### config.mk
export PLATFORM = sky130hd
export DESIGN_NAME = port_regs
export DESIGN_NICKNAME = d
export VERILOG_FILES = /design/src/port_regs_pkg.sv /design/src/pin_sync.sv /design/src/flag_bank.sv /design/src/port_regs.sv
export SDC_FILE = /design/constraint.sdc
export NUM_CORES = 1
export LEC_CHECK = 0
export ABC_CLOCK_PERIOD_IN_PS = 2400
export CORE_ASPECT_RATIO = 1.5
export CORE_UTILIZATION = 30
export CTS_CLUSTER_DIAMETER = 200
export CTS_CLUSTER_SIZE = 25
export DETAILED_ROUTE_END_ITERATION = 10
export DONT_BUFFER_PORTS = 1
export PLACE_DENSITY = 0.54
export SLEW_MARGIN = 10
export SYNTH_ARGS = -nofsm -noshare
export SYNTH_HDL_FRONTEND = slang
export SYNTH_SLANG_ARGS = --single-unit
export TNS_END_PERCENT = 20
### constraint.sdc
create_clock -name clk -period 2.4 [get_ports clk]
set_input_delay 0.36 -clock clk [delete_from_list [all_inputs] [get_ports clk]]
set_output_delay 0.36 -clock clk [all_outputs]
set_load 0.005 [all_outputs]
### src/port_regs_pkg.sv
// Purpose: Shared constants and carrier types for the per-port configuration register block.
// Assumes: Configuration offsets are byte addresses, each register one aligned 32-bit word.
// Notes:   Field positions are bit indices within the 32-bit word at each offset.
package port_regs_pkg;

    localparam int unsigned ADDR_W = 12;
    localparam int unsigned DATA_W = 32;

    // Register offsets.
    localparam logic [11:0] OFF_SLOT_CTL_STAT   = 12'h0D8;
    localparam logic [11:0] OFF_DEV_CAP_TWO     = 12'h0E4;
    localparam logic [11:0] OFF_DEV_CTL_STAT_2  = 12'h0E8;
    localparam logic [11:0] OFF_LINK_CAP_TWO    = 12'h0EC;
    localparam logic [11:0] OFF_LINK_CTL_STAT_2 = 12'h0F0;
    localparam logic [11:0] OFF_SLOT_CAP_TWO    = 12'h0F4;
    localparam logic [11:0] OFF_SLOT_CTL_STAT_2 = 12'h0F8;
    localparam logic [11:0] OFF_ERR_HEADER      = 12'h100;
    localparam logic [11:0] OFF_UNC_FLAGS       = 12'h104;
    localparam logic [11:0] OFF_UNC_MASKS       = 12'h108;

    // Slot control fields in the low half of the word at D8h.
    localparam int unsigned SC_ATTN_EN   = 0;
    localparam int unsigned SC_PFAULT_EN = 1;
    localparam int unsigned SC_PDC_EN    = 3;
    localparam int unsigned SC_CC_EN     = 4;
    localparam int unsigned SC_HP_IE     = 5;
    localparam int unsigned SC_DLLSC_EN  = 12;
    localparam logic [15:0] SC_WR_MASK   = 16'h103B;

    // Slot status fields in the high half of the word at D8h.
    localparam int unsigned SS_ATTN    = 16;
    localparam int unsigned SS_PFAULT  = 17;
    localparam int unsigned SS_SNS_CHG = 18;
    localparam int unsigned SS_PDC     = 19;
    localparam int unsigned SS_CC      = 20;
    localparam int unsigned SS_LATCH   = 21;
    localparam int unsigned SS_PRES    = 22;
    localparam int unsigned SS_DLLSC   = 24;

    // Index of each clear-by-one slot flag inside the slot flag bank.
    localparam int unsigned SF_ATTN   = 0;
    localparam int unsigned SF_PFAULT = 1;
    localparam int unsigned SF_PDC    = 2;
    localparam int unsigned SF_CC     = 3;
    localparam int unsigned SF_DLLSC  = 4;
    localparam int unsigned SF_W      = 5;

    // Device capabilities 2 and device control 2.
    localparam logic [31:0] DEV_CAP_TWO_VAL = 32'h0004_0800;
    localparam int unsigned DC2_LTR_EN      = 10;
    localparam int unsigned DC2_OBFF_LO     = 13;
    localparam int unsigned DC2_OBFF_HI     = 14;
    localparam logic [1:0]  OBFF_RST        = 2'h0;

    // Link control 2 and link status 2.
    localparam int unsigned LC2_SPEED_LO  = 0;
    localparam int unsigned LC2_SPEED_HI  = 3;
    localparam int unsigned LC2_COMPL     = 4;
    localparam int unsigned LC2_AUTO_OFF  = 5;
    localparam int unsigned LC2_SEL_DEEMP = 6;
    localparam int unsigned LC2_STICKY_LO = 7;
    localparam int unsigned LC2_STICKY_HI = 12;
    localparam int unsigned LS2_CUR_DEEMP = 16;
    localparam logic [3:0]  SPEED_RST     = 4'h2;

    // Advanced error reporting header and uncorrectable error fields.
    localparam logic [15:0] AER_CAP_ID   = 16'h0001;
    localparam logic [3:0]  AER_CAP_VER  = 4'h1;
    localparam logic [11:0] AER_NEXT_PTR = 12'h140;
    localparam logic [31:0] UNC_IMPL     = 32'h003F_F011;
    localparam logic [31:0] UNC_RST      = 32'h0000_0000;

    // Cycles the presence path needs to settle after power-on reset.
    localparam logic [1:0] SETTLE_CYCLES = 2'h3;

    typedef struct packed {
        logic [ADDR_W-1:0] addr;
        logic [DATA_W-1:0] wdata;
        logic              wr;
        logic              rd;
    } cfg_req_t;

    typedef struct packed {
        logic attn_button;
        logic power_fault;
        logic latch_open;
        logic card_present_strap;
        logic slot_implemented;
        logic downstream;
    } slot_pins_t;

    typedef struct packed {
        logic        ltr_enable;
        logic [1:0]  obff_mode;
        logic        autonomous_speed_change_off;
        logic [3:0]  target_link_speed;
        logic        select_deemphasis;
    } link_ctl_t;

endpackage : port_regs_pkg

### src/pin_sync.sv
// Purpose: Two-stage synchroniser for a group of level inputs arriving from pins.
// Assumes: Each bit is an independent slow level.
// Notes:   Only the second stage is visible outside.
`timescale 1ns/1ps
`default_nettype none
module pin_sync #(
    parameter int unsigned     W   = 6,
    parameter logic [W-1:0]    RST = '0
) (
    input  wire logic         clk,
    input  wire logic         reset_n,
    input  wire logic [W-1:0] d,
    output logic      [W-1:0] q
);
    typedef struct packed {
        logic [W-1:0] stage1;
        logic [W-1:0] stage2;
    } sync_state_t;

    sync_state_t state_r;
    sync_state_t state_nxt;

    always_comb begin
        state_nxt.stage1 = d;
        state_nxt.stage2 = state_r.stage1;
    end

    always_ff @(posedge clk or negedge reset_n) begin
        if (!reset_n) begin
            state_r <= {RST, RST};
        end else begin
            state_r <= state_nxt;
        end
    end

    assign q = state_r.stage2;
endmodule : pin_sync
`default_nettype wire

### src/flag_bank.sv
// Purpose: Bank of status flags that hardware sets and software clears by writing one.
// Assumes: Set and clear vectors come from logic on the same clock.
// Notes:   A set in the clearing cycle wins; soft_clear returns the bank to zero.
`timescale 1ns/1ps
`default_nettype none
module flag_bank #(
    parameter int unsigned W = 32
) (
    input  wire logic         clk,
    input  wire logic         reset_n,
    input  wire logic         soft_clear,
    input  wire logic [W-1:0] set,
    input  wire logic [W-1:0] clear,
    output logic      [W-1:0] flags
);
    typedef struct packed {
        logic [W-1:0] flags;
    } bank_state_t;

    bank_state_t state_r;
    bank_state_t state_nxt;

    always_comb begin
        state_nxt = state_r;
        if (soft_clear) begin
            state_nxt.flags = '0;
        end else begin
            state_nxt.flags = (state_r.flags & ~clear) | set; // RULE25
        end
    end

    always_ff @(posedge clk or negedge reset_n) begin
        if (!reset_n) begin
            state_r <= '0;
        end else begin
            state_r <= state_nxt;
        end
    end

    assign flags = state_r.flags;
endmodule : flag_bank
`default_nettype wire

### src/port_regs.sv
// Purpose: Slot status, second-generation capability words and uncorrectable error registers.
// Assumes: reset_n is the power-on reset; conventional_reset is a level from same-clock logic.
// Notes:   Sticky bits survive conventional_reset and clear only under reset_n.
//
// Decided for this implementation: strobed register access.
`timescale 1ns/1ps
`default_nettype none
// Overview of operation
// RULE1 - Slot status in upper half of D8h, downstream only.
// RULE2 - Attention button press sets bit 16, clear-by-one.
// RULE3 - Power fault sets bit 17, clear-by-one.
// RULE4 - Bit 21 mirrors latch sensor; bit 18 read-only.
// RULE5 - Presence change sets bit 19, clear-by-one.
// RULE6 - Finished hot-plug command sets bit 20.
// RULE7 - Bit 22 shows presence, reset from strap.
// RULE8 - No slot implemented: presence reads one.
// RULE9 - Link-active change sets bit 24, clear-by-one.
// RULE10 - Capabilities 2 bit 11 reads one.
// RULE11 - Capabilities 2 bits 19:18 read 01b.
// RULE12 - Control 2 bit 10 enables latency reporting.
// RULE13 - Control 2 bits 14:13 select OBFF mode.
// RULE14 - De-emphasis bits reset one on downstream ports.
// RULE15 - Header at 100h: ID 0001h, version 1, next 140h.
// RULE16 - Sticky error flags at bits 0, 4, 13.
// RULE17 - Poisoned packet sets bit 12.
// RULE18 - Bits 14, 15, 16 for completion errors.
// RULE19 - Malformed sets 18, receiver overflow sets 17.
// RULE20 - CRC error sets 19, unsupported request 20.
// RULE21 - Access violation flag and mask at 21.
// RULE22 - Masked errors are neither logged nor reported; here a masked error still sets its flag and only the report is suppressed.
// RULE23 - Hot-plug event needs global and individual enable.
// RULE24 - Link-active level watched for bit 24.
// RULE25 - Writing one clears; simultaneous set wins.
// RULE26 - Sticky bits clear only on power-on reset.
module port_regs (
    input  wire logic                    clk,
    input  wire logic                    reset_n,
    input  wire logic                    conventional_reset,
    input  wire port_regs_pkg::cfg_req_t cfg_req,
    output logic [31:0]                  cfg_rdata,
    input  wire port_regs_pkg::slot_pins_t slot_pins,
    input  wire logic                    hp_cmd_done,
    input  wire logic                    dll_active,
    input  wire logic [31:0]             err_event,
    output logic [31:0]                  err_report,
    output logic                         hotplug_event,
    output port_regs_pkg::link_ctl_t     link_ctl
);
    typedef struct packed {
        logic [31:0] rdata;
        logic [31:0] err_report;
        logic        hotplug_event;
        logic [15:0] slot_ctl;
        logic        ltr_enable;
        logic [1:0]  obff_mode;
        logic        auto_off;
        logic [3:0]  target_speed;
        logic        compliance;
        logic [5:0]  lc2_sticky;
        logic [31:0] unc_masks;
        logic        attn_prev;
        logic        pfault_prev;
        logic        pres_prev;
        logic        dll_prev;
        logic [1:0]  settle;
    } regs_state_t;

    regs_state_t state_r;
    regs_state_t state_nxt;

    port_regs_pkg::slot_pins_t pins_s;
    logic [port_regs_pkg::SF_W-1:0] slot_set;
    logic [port_regs_pkg::SF_W-1:0] slot_clr;
    logic [port_regs_pkg::SF_W-1:0] slot_flags;
    logic [31:0]                    unc_set;
    logic [31:0]                    unc_clr;
    logic [31:0]                    unc_flags;
    logic                           presence;
    logic                           downstream;
    logic [31:0]                    slot_word;
    logic [31:0]                    lc2_word;
    logic [15:0]                    hp_pending;

    function automatic logic word_hit(input logic [11:0] addr, input logic [11:0] off);
        word_hit = (addr[11:2] == off[11:2]);
    endfunction : word_hit

    // Reset loads strap high with slot_implemented low, so presence starts at one.
    pin_sync #(
        .W   (6),
        .RST (6'h04)
    ) u_pin_sync (
        .clk     (clk),
        .reset_n (reset_n),
        .d       (slot_pins),
        .q       (pins_s)
    );

    assign downstream = pins_s.downstream;
    assign presence   = pins_s.slot_implemented ? ~pins_s.card_present_strap : 1'b1; // RULE7 RULE8

    always_comb begin
        slot_set = '0;
        if (downstream) begin // RULE1
            slot_set[port_regs_pkg::SF_ATTN]   = pins_s.attn_button & ~state_r.attn_prev; // RULE2
            slot_set[port_regs_pkg::SF_PFAULT] = pins_s.power_fault & ~state_r.pfault_prev; // RULE3
            slot_set[port_regs_pkg::SF_PDC]    = (state_r.settle == port_regs_pkg::SETTLE_CYCLES)
                                                 & (presence != state_r.pres_prev); // RULE5
            slot_set[port_regs_pkg::SF_CC]     = hp_cmd_done; // RULE6
            slot_set[port_regs_pkg::SF_DLLSC]  = dll_active != state_r.dll_prev; // RULE9 RULE24
        end
    end

    always_comb begin
        slot_clr = '0;
        if (cfg_req.wr && downstream
            && word_hit(cfg_req.addr, port_regs_pkg::OFF_SLOT_CTL_STAT)) begin
            slot_clr[port_regs_pkg::SF_ATTN]   = cfg_req.wdata[port_regs_pkg::SS_ATTN];
            slot_clr[port_regs_pkg::SF_PFAULT] = cfg_req.wdata[port_regs_pkg::SS_PFAULT];
            slot_clr[port_regs_pkg::SF_PDC]    = cfg_req.wdata[port_regs_pkg::SS_PDC];
            slot_clr[port_regs_pkg::SF_CC]     = cfg_req.wdata[port_regs_pkg::SS_CC];
            slot_clr[port_regs_pkg::SF_DLLSC]  = cfg_req.wdata[port_regs_pkg::SS_DLLSC]; // RULE25
        end
    end

    // Slot flags are not sticky, so a conventional reset wipes them.
    flag_bank #(
        .W (port_regs_pkg::SF_W)
    ) u_slot_flags (
        .clk        (clk),
        .reset_n    (reset_n),
        .soft_clear (conventional_reset),
        .set        (slot_set),
        .clear      (slot_clr),
        .flags      (slot_flags)
    );

    // Every implemented error sets its flag whether masked or not.
    assign unc_set = err_event & port_regs_pkg::UNC_IMPL; // RULE16 RULE17 RULE18 RULE19 RULE20 RULE21

    always_comb begin
        unc_clr = '0;
        if (cfg_req.wr && word_hit(cfg_req.addr, port_regs_pkg::OFF_UNC_FLAGS)) begin
            unc_clr = cfg_req.wdata & port_regs_pkg::UNC_IMPL; // RULE25
        end
    end

    flag_bank #(
        .W (32)
    ) u_unc_flags (
        .clk        (clk),
        .reset_n    (reset_n),
        .soft_clear (1'b0), // RULE26
        .set        (unc_set),
        .clear      (unc_clr),
        .flags      (unc_flags)
    );

    always_comb begin
        slot_word = '0;
        if (downstream) begin // RULE1
            slot_word[15:0]                       = state_r.slot_ctl;
            slot_word[port_regs_pkg::SS_ATTN]     = slot_flags[port_regs_pkg::SF_ATTN];
            slot_word[port_regs_pkg::SS_PFAULT]   = slot_flags[port_regs_pkg::SF_PFAULT];
            slot_word[port_regs_pkg::SS_SNS_CHG]  = 1'b0; // RULE4
            slot_word[port_regs_pkg::SS_PDC]      = slot_flags[port_regs_pkg::SF_PDC];
            slot_word[port_regs_pkg::SS_CC]       = slot_flags[port_regs_pkg::SF_CC];
            slot_word[port_regs_pkg::SS_LATCH]    = pins_s.latch_open; // RULE4
            slot_word[port_regs_pkg::SS_PRES]     = presence; // RULE7 RULE8
            slot_word[port_regs_pkg::SS_DLLSC]    = slot_flags[port_regs_pkg::SF_DLLSC];
        end
    end

    always_comb begin
        lc2_word = '0;
        lc2_word[port_regs_pkg::LC2_SPEED_HI:port_regs_pkg::LC2_SPEED_LO] = state_r.target_speed;
        lc2_word[port_regs_pkg::LC2_COMPL]     = state_r.compliance;
        lc2_word[port_regs_pkg::LC2_AUTO_OFF]  = state_r.auto_off;
        lc2_word[port_regs_pkg::LC2_SEL_DEEMP] = downstream; // RULE14
        lc2_word[port_regs_pkg::LC2_STICKY_HI:port_regs_pkg::LC2_STICKY_LO] = state_r.lc2_sticky;
        lc2_word[port_regs_pkg::LS2_CUR_DEEMP] = downstream; // RULE14
    end

    assign hp_pending = state_r.slot_ctl & {
        3'h0,
        slot_flags[port_regs_pkg::SF_DLLSC],
        7'h00,
        slot_flags[port_regs_pkg::SF_CC],
        slot_flags[port_regs_pkg::SF_PDC],
        1'b0,
        slot_flags[port_regs_pkg::SF_PFAULT],
        slot_flags[port_regs_pkg::SF_ATTN]
    };

    always_comb begin
        state_nxt = state_r;

        state_nxt.attn_prev   = pins_s.attn_button;
        state_nxt.pfault_prev = pins_s.power_fault;
        state_nxt.pres_prev   = presence;
        state_nxt.dll_prev    = dll_active; // RULE24
        if (state_r.settle != port_regs_pkg::SETTLE_CYCLES) begin
            state_nxt.settle = state_r.settle + 2'h1;
        end

        // Reporting is suppressed per bit by the mask.
        state_nxt.err_report = unc_set & ~state_r.unc_masks; // RULE22

        state_nxt.hotplug_event = downstream
                                  & state_r.slot_ctl[port_regs_pkg::SC_HP_IE]
                                  & (|(hp_pending & ~16'h0020)); // RULE23

        if (cfg_req.wr) begin
            if (word_hit(cfg_req.addr, port_regs_pkg::OFF_SLOT_CTL_STAT) && downstream) begin
                state_nxt.slot_ctl = cfg_req.wdata[15:0] & port_regs_pkg::SC_WR_MASK;
            end
            if (word_hit(cfg_req.addr, port_regs_pkg::OFF_DEV_CTL_STAT_2)) begin
                state_nxt.ltr_enable = cfg_req.wdata[port_regs_pkg::DC2_LTR_EN]; // RULE12
                state_nxt.obff_mode  = cfg_req.wdata[port_regs_pkg::DC2_OBFF_HI:
                                                     port_regs_pkg::DC2_OBFF_LO]; // RULE13
            end
            if (word_hit(cfg_req.addr, port_regs_pkg::OFF_LINK_CTL_STAT_2)) begin
                state_nxt.target_speed = cfg_req.wdata[port_regs_pkg::LC2_SPEED_HI:
                                                       port_regs_pkg::LC2_SPEED_LO];
                state_nxt.compliance   = cfg_req.wdata[port_regs_pkg::LC2_COMPL];
                state_nxt.auto_off     = cfg_req.wdata[port_regs_pkg::LC2_AUTO_OFF];
                state_nxt.lc2_sticky   = cfg_req.wdata[port_regs_pkg::LC2_STICKY_HI:
                                                       port_regs_pkg::LC2_STICKY_LO];
            end
            if (word_hit(cfg_req.addr, port_regs_pkg::OFF_UNC_MASKS)) begin
                state_nxt.unc_masks = cfg_req.wdata & port_regs_pkg::UNC_IMPL; // RULE21 RULE22
            end
        end

        state_nxt.rdata = '0;
        if (cfg_req.rd) begin
            unique case (1'b1)
                word_hit(cfg_req.addr, port_regs_pkg::OFF_SLOT_CTL_STAT): begin
                    state_nxt.rdata = slot_word;
                end
                word_hit(cfg_req.addr, port_regs_pkg::OFF_DEV_CAP_TWO): begin
                    state_nxt.rdata = port_regs_pkg::DEV_CAP_TWO_VAL; // RULE10 RULE11
                end
                word_hit(cfg_req.addr, port_regs_pkg::OFF_DEV_CTL_STAT_2): begin
                    state_nxt.rdata[port_regs_pkg::DC2_LTR_EN] = state_r.ltr_enable;
                    state_nxt.rdata[port_regs_pkg::DC2_OBFF_HI:port_regs_pkg::DC2_OBFF_LO] =
                        state_r.obff_mode;
                end
                word_hit(cfg_req.addr, port_regs_pkg::OFF_LINK_CTL_STAT_2): begin
                    state_nxt.rdata = lc2_word;
                end
                word_hit(cfg_req.addr, port_regs_pkg::OFF_ERR_HEADER): begin
                    state_nxt.rdata = {port_regs_pkg::AER_NEXT_PTR, port_regs_pkg::AER_CAP_VER,
                                       port_regs_pkg::AER_CAP_ID}; // RULE15
                end
                word_hit(cfg_req.addr, port_regs_pkg::OFF_UNC_FLAGS): begin
                    state_nxt.rdata = unc_flags;
                end
                word_hit(cfg_req.addr, port_regs_pkg::OFF_UNC_MASKS): begin
                    state_nxt.rdata = state_r.unc_masks;
                end
                default: begin
                    state_nxt.rdata = '0;
                end
            endcase
        end

        // Conventional reset returns only the non-sticky fields.
        if (conventional_reset) begin // RULE26
            state_nxt.slot_ctl      = '0;
            state_nxt.ltr_enable    = 1'b0; // RULE12
            state_nxt.obff_mode     = port_regs_pkg::OBFF_RST; // RULE13
            state_nxt.auto_off      = 1'b0;
            state_nxt.hotplug_event = 1'b0;
        end
    end

    always_ff @(posedge clk or negedge reset_n) begin
        if (!reset_n) begin
            state_r              <= '0;
            state_r.target_speed <= port_regs_pkg::SPEED_RST;
            state_r.unc_masks    <= port_regs_pkg::UNC_RST; // RULE22 RULE26
            state_r.attn_prev    <= 1'b0;
        end else begin
            state_r <= state_nxt;
        end
    end

    assign cfg_rdata                            = state_r.rdata;
    assign err_report                           = state_r.err_report;
    assign hotplug_event                        = state_r.hotplug_event;
    assign link_ctl.ltr_enable                  = state_r.ltr_enable;
    assign link_ctl.obff_mode                   = state_r.obff_mode;
    assign link_ctl.autonomous_speed_change_off = state_r.auto_off;
    assign link_ctl.target_link_speed           = state_r.target_speed;
    assign link_ctl.select_deemphasis           = downstream;
endmodule : port_regs
`default_nettype wire

# [Word-level counts from Yosys, hierarchy flattened]
# Cells that the tools add are included.
[word_totals] wordCells=82 in_bits=89 reg_bits=163 latch_bits=0 mem_bits_ro=0 mem_count=0 ram_bits=0
[classes] mul=0 n_shift=0 n_reduce_logical=14 addsub=1 n_lt_le_gt_ge=0 n_div=0 eq_ne=11 bitwise=17 muxes=19
[op_table] operator="one-hot mux 17 bit (6 select lines)" n=1
[op_table] operator="inverter 22 -> 32 bit" n=2
[op_table] operator="2-to-1 mux 63 bit" n=1
[op_table] operator="one-hot mux 10 bit (5 select lines)" n=1
[op_table] operator="2-to-1 mux 22 bit" n=2
[op_table] operator="equality test 10 x 6 -> 1 bit, second input constant" n=4
[op_table] operator="bitwise AND 22 x 32 -> 32 bit" n=1
[op_table] operator="bitwise AND 32 bit" n=1
[op_table] operator="2-to-1 mux 32 bit" n=1
[op_table] operator="bitwise OR 32 x 22 -> 32 bit" n=1
[op_table] operator="equality test 10 x 7 -> 1 bit, second input constant" n=3
[op_table] operator="2-to-1 mux 23 bit" n=1
[op_table] operator="2-to-1 mux 21 bit" n=1
[op_table] operator="bitwise AND 16 x 13 -> 16 bit" n=1
[op_table] operator="2-to-1 mux 16 bit" n=1
[op_table] operator="2-to-1 mux 5 bit" n=3
[op_table] operator="OR reduction 15 bit" n=1
[op_table] operator="2-to-1 mux 12 bit" n=1
[op_table] operator="one-hot mux 2 bit (5 select lines)" n=1
[op_table] operator="AND reduction 2 bit" n=5
[op_table] operator="one-hot mux 2 bit (4 select lines)" n=1
[op_table] operator="nonzero test 2 bit" n=4
[op_table] operator="bitwise AND 1 bit" n=5
[op_table] operator="bitwise AND 5 bit" n=1
[op_table] operator="11 further kinds" n=18

# [Logic depth before layout (Yosys ltp)]
[depth] depth_word=7 mapped_depth=7

# [Modules after synthesis]
# Synthesis repeated with hierarchy kept, for this count alone.
[hier_totals] hier_cells=550 area_unflattened_um2=6068.3
[modules_own_cells] module="port_regs" area_per_inst_um2=4250.3 cells_each=387 instances=1 seq_area_each_um2=2103.3
[modules_own_cells] module="flag_bank at u_unc_flags" area_per_inst_um2=1315.0 cells_each=131 instances=1 seq_area_each_um2=800.8
[modules_own_cells] module="pin_sync" area_per_inst_um2=302.8 cells_each=12 instances=1 seq_area_each_um2=302.8
[modules_own_cells] module="flag_bank at u_slot_flags" area_per_inst_um2=200.2 cells_each=20 instances=1 seq_area_each_um2=125.1

# [Worst setup path after synthesis]
# OpenSTA, ideal clock, no wires.
[synth_timing] path_kind="input-to-reg" startpoint="input port cfg_req[45] (netlist name)" endpoint="register state_r (netlist bit lc2_word[10])" path_slack_ns=0.600 n_path_buf=1 arrival_ns=1.675 required_ns=2.275 stages=5 setup_ns=0.125 path_cell_list="or3_4 nor4_4 nand2_2 buf_6 mux2_4"
[synth_via] elab_chain_len=2
[synth_rtl] item="start, declared" line="port_regs.sv:39" source="input wire port_regs_pkg::cfg_req_t cfg_req,"
[synth_rtl] item="equality test 10 x 6 -> 1 bit" line="port_regs.sv:85" source="word_hit = (addr[11:2] == off[11:2]);"
[synth_rtl] item="AND reduction 2 bit (no source line)"
[synth_rtl] item="end signal, assigned" line="port_regs.sv:285" source="state_r <= state_nxt;"
[synth_rtl] item="end, declared" line="port_regs.sv:68" source="regs_state_t state_r;"
# No other way between the ends.
# A chain may end at the register's enable or synchronous reset.

# [Final worst setup path]
[layout_timing] startpoint="input port cfg_req[39] (netlist name)" endpoint="register state_r[21] (netlist name)"
[layout_via] elab_chain_len=2
[layout_rtl] item="equality test 10 x 7 -> 1 bit" line="port_regs.sv:85"
[layout_rtl] item="AND reduction 2 bit (no source line)"
# No other way between the ends.

==> impl_metrics.env <==
export IMPL_cp_cell_sequence="or4b_4 > nor2_4 > nand3_2 > mux2_2"
export IMPL_cts_max_path_buffers=2
export IMPL_slowest_delay_ps=570
export IMPL_ys_seq_elements=106
export IMPL_cts_sinks=106
export IMPL_path_delay_family="simple AND/OR/NAND/NOR gates"
export IMPL_route_antenna_remaining_nets=0
export IMPL_post_layout_nonfiller_instances=580
export IMPL_tritoncts="yes"
export IMPL_cpMaxStageDelayCell="sky130_fd_sc_hd__or4b_4"
export IMPL_end_kind="register"
export IMPL_postCtsSetupRepairBufs=0
export IMPL_ctsHoldBuffers=1
export IMPL_synthXorXnorAreaFrac_pct=0.536
export IMPL_setup_worst_path_class="input pin to register"
export IMPL_yosys_warnings=0
export IMPL_groute_usage_overall_pct=14.4
export IMPL_vert_die_dim_um=159
export IMPL_clock_tree_root_cell="sky130_fd_sc_hd__clkbuf_16"
export IMPL_clock_insertion_delay_worst_skew_ps=350
export IMPL_placement_rows=56
export IMPL_grt_setup_unrepaired="no"
export IMPL_numPortBuffers=0
export IMPL_drt_pass1_iter_count=4
export IMPL_fin_skew_ps=11.6
export IMPL_yosysTopAreaCell="sky130_fd_sc_hd__dfrtp_1"
export IMPL_layout_cell_share_with_drive_strength_beyond_1_pct=17.0
export IMPL_initial_antenna_violation_count=0
export IMPL_finalSetupViolations=0
export IMPL_synth_top_area_share_pct=52.6
export IMPL_grt_start_max_net_pins=107
export IMPL_max_vdd_ir_drop_v=0.000300
export IMPL_number_of_global_route_vias_before_repair=2977
export IMPL_failing_checks="negative hold slack"
export IMPL_power_density_nw_per_um2=681
export IMPL_synth_compound_area_share_pct=12.7
export IMPL_avgViaCountPerCell=5.02
export IMPL_maximum_fanout_encountered_on_the_critical_timing_path=12
export IMPL_synth_seq_area_share_pct=54.2
export IMPL_synth_simple_gate_area_share_pct=12.5
export IMPL_setup_tns_final_ps=0
export IMPL_synth_cells=419
export IMPL_place_inst=563
export IMPL_period_needed_ps=1710
export IMPL_syn_area_per_cell_sq_um=11.7
export IMPL_drt_drc_violations_left=0
export IMPL_design_portCount=163
export IMPL_detail_route_iter0_violations=190
export IMPL_synth_top_cells_by_area="sky130_fd_sc_hd__dfrtp_1 (53%), sky130_fd_sc_hd__buf_4 (11%), sky130_fd_sc_hd__mux2_2 (3.2%)"
export IMPL_largest_family_of_logic_cells_by_synthesized_area="buffers and inverters"
export IMPL_post_cts_resized_instances=0
export IMPL_final_hold_worst_slack_ps=-306
export IMPL_worst_setup_path_start_kind="input pin"
export IMPL_synth_adder_area_share_pct=0.255
export IMPL_hpwlAfterDp_um=8550
export IMPL_drv_max_cap_violation_count=0
export IMPL_net_count_of_the_finished_layout=462
export IMPL_tritoncts_num_buffers=9
export IMPL_slew_margin_rel_pct=65.8
export IMPL_synth_enable_flop_cells=0
export IMPL_wire_per_inst_um=20.2
export IMPL_critPathBufInv=0
export IMPL_synthFlopType="sky130_fd_sc_hd__dfrtp_1"
export IMPL_synthArstFlopShare_pct=100
export IMPL_mappedNetlistArea_sq_um=4900
export IMPL_final_antenna_diode_count=0
export IMPL_area_of_the_die_sq_um=16900
export IMPL_total_leakage_power_nw=2.11
export IMPL_fmaxAchievable_mhz=586
export IMPL_min_period_over_period_pct=71.2
export IMPL_max_slew_worst_pin_slew_ps=510
export IMPL_hold_path_class="input pin to async pin"
export IMPL_synth_mux_area_fraction_pct=6.28
export IMPL_cts_reportedPaths_clkPinSlew_ps=70
export IMPL_gr_total_overflow=0
export IMPL_grt_first_pass_wirelength_um=17700
export IMPL_arrival_ps=1950
export IMPL_syn_to_final_growth_pct=1.66
export IMPL_h_tree_levels=3
export IMPL_final_hold_violation_count=106
export IMPL_dieWidth_um=106
export IMPL_synth_cell_types=62
export IMPL_design_core_area_sq_um=15800
export IMPL_status="finished with violations"
export IMPL_timing_final_max_slew_violations=0
export IMPL_routabilityCongestion=0.779
export IMPL_final_wirelength_um=11700
export IMPL_initial_utilization_pct=31.0
export IMPL_cp_data_required_time_ps=2640
export IMPL_detailroute_via_count=2910
cell usage in the layout (no fill, tap or decap), drive strengths merged, types with 6 or more instances in the layout:
| cell type | count |
|---|---|
| dfrtp | 103 |
| conb | 26 |
| mux2 | 24 |
| a21oi | 23 |
| nand2 | 23 |
| a22oi | 18 |
| nor2b | 17 |
| nand3 | 14 |
| a21o | 12 |
| clkbuf | 11 |
| a22o | 9 |
| and3 | 8 |
| buf | 8 |
| o21ai | 8 |
| inv | 7 |
| nor2 | 6 |
cell families after synthesis:
group / count (synthesis)
AO/OA/AOI/OAI: 89
XOR/XNOR: 3
adder cells (fa/ha/maj): 1
buffers and inverters: 97
flip-flops: 106
multiplexers: 24
other: 1
AND/OR/NAND/NOR: 98
worst paths after layout:
path                                               from                 endpoint  slack (ps)  cells after the start
worst max register to register          u_pin_sync.q[0]            cfg_rdata[16]         970                      3
worst max-delay path                        cfg_req[39]              state_r[21]         690                      4
worst min-delay path                            reset_n           err_report[17]        -310                      0
max in group asynchronous                       reset_n          u_pin_sync.q[2]        2450                      0
worst min register to register  u_pin_sync.state_nxt[1]          u_pin_sync.q[1]         350                      0
min in group clk                           slot_pins[1]  u_pin_sync.state_nxt[1]          30                      0
per-layer routing:
layer / track usage, % / vias to the layer above / part of all wire [%]
li1: - / 1287 / -
met1: 14.7 / 1464 / 36
met2: 25.5 / 137 / 53
met3: 5.12 / 22 / 8.4
met4: 7.74 / 0 / 3.2
met5: 0 / - / 0
sequential cells by signal (all words and copies together), names as in the netlist:
signal,flops
link_ctl,8
cfg_rdata,25
u_unc_flags.flags,12
u_pin_sync.q,6
lc2_word,7
u_slot_flags.flags,5
state_r,24
err_report,12
u_pin_sync.state_nxt,6
hotplug_event,1
cell type report:
| type | count | area, sq um |
|---|---|---|
| fillers | 1602 | 10900 |
| clock inverters | 5 | 42.5 |
| flip-flops and latches | 106 | 2660 |
| multi-input cells | 241 | 1690 |
| clock buffers | 11 | 253 |
| inverters | 5 | 18.8 |
| well taps | 203 | 254 |
| repair buffers | 9 | 70.1 |
worst reg2reg max path: cells and delay by family, from the launching register on:
| family | cells | cell delay (ps) |
|---|---|---|
| simple gates | 1 | 290 |
| compound gates | 2 | 580 |
| flops | 1 | 430 |
report_power, final:
group / internal (W) / leakage (nW) / switching (W)
clock: 0.000776 / 0.148 / 0.000680
combinational: 0.0000423 / 0.634 / 0.0000506
sequential: 0.00182 / 1.33 / 0.0000219
total: 0.00264 / 2.11 / 0.000752
cell usage after synthesis, drive strengths merged, types with 4 or more instances:
library cell	count
nor2	6
o21ai	8
clkbuf	7
nor2b	17
and3	8
dfrtp	103
a22o	9
a21o	12
a22oi	18
inv	4
nand2	23
buf	85
nand3	14
a21oi	23
mux2	24
metrics by stage:
stage	total power [W]	cell area [sq um]	utilization [%]	setup WS, ps
2_1_floorplan	0.00200	5000	-	600
3_3_place_gp	0.00197	4680	29.5	318
3_5_place_dp	0.00197	4680	29.5	276
4_1_cts	0.00345	4980	31.5	658
5_1_grt	0.00352	4980	31.5	587
6_report	0.00339	4980	31.5	692
(Power assumes the default switching activity.)
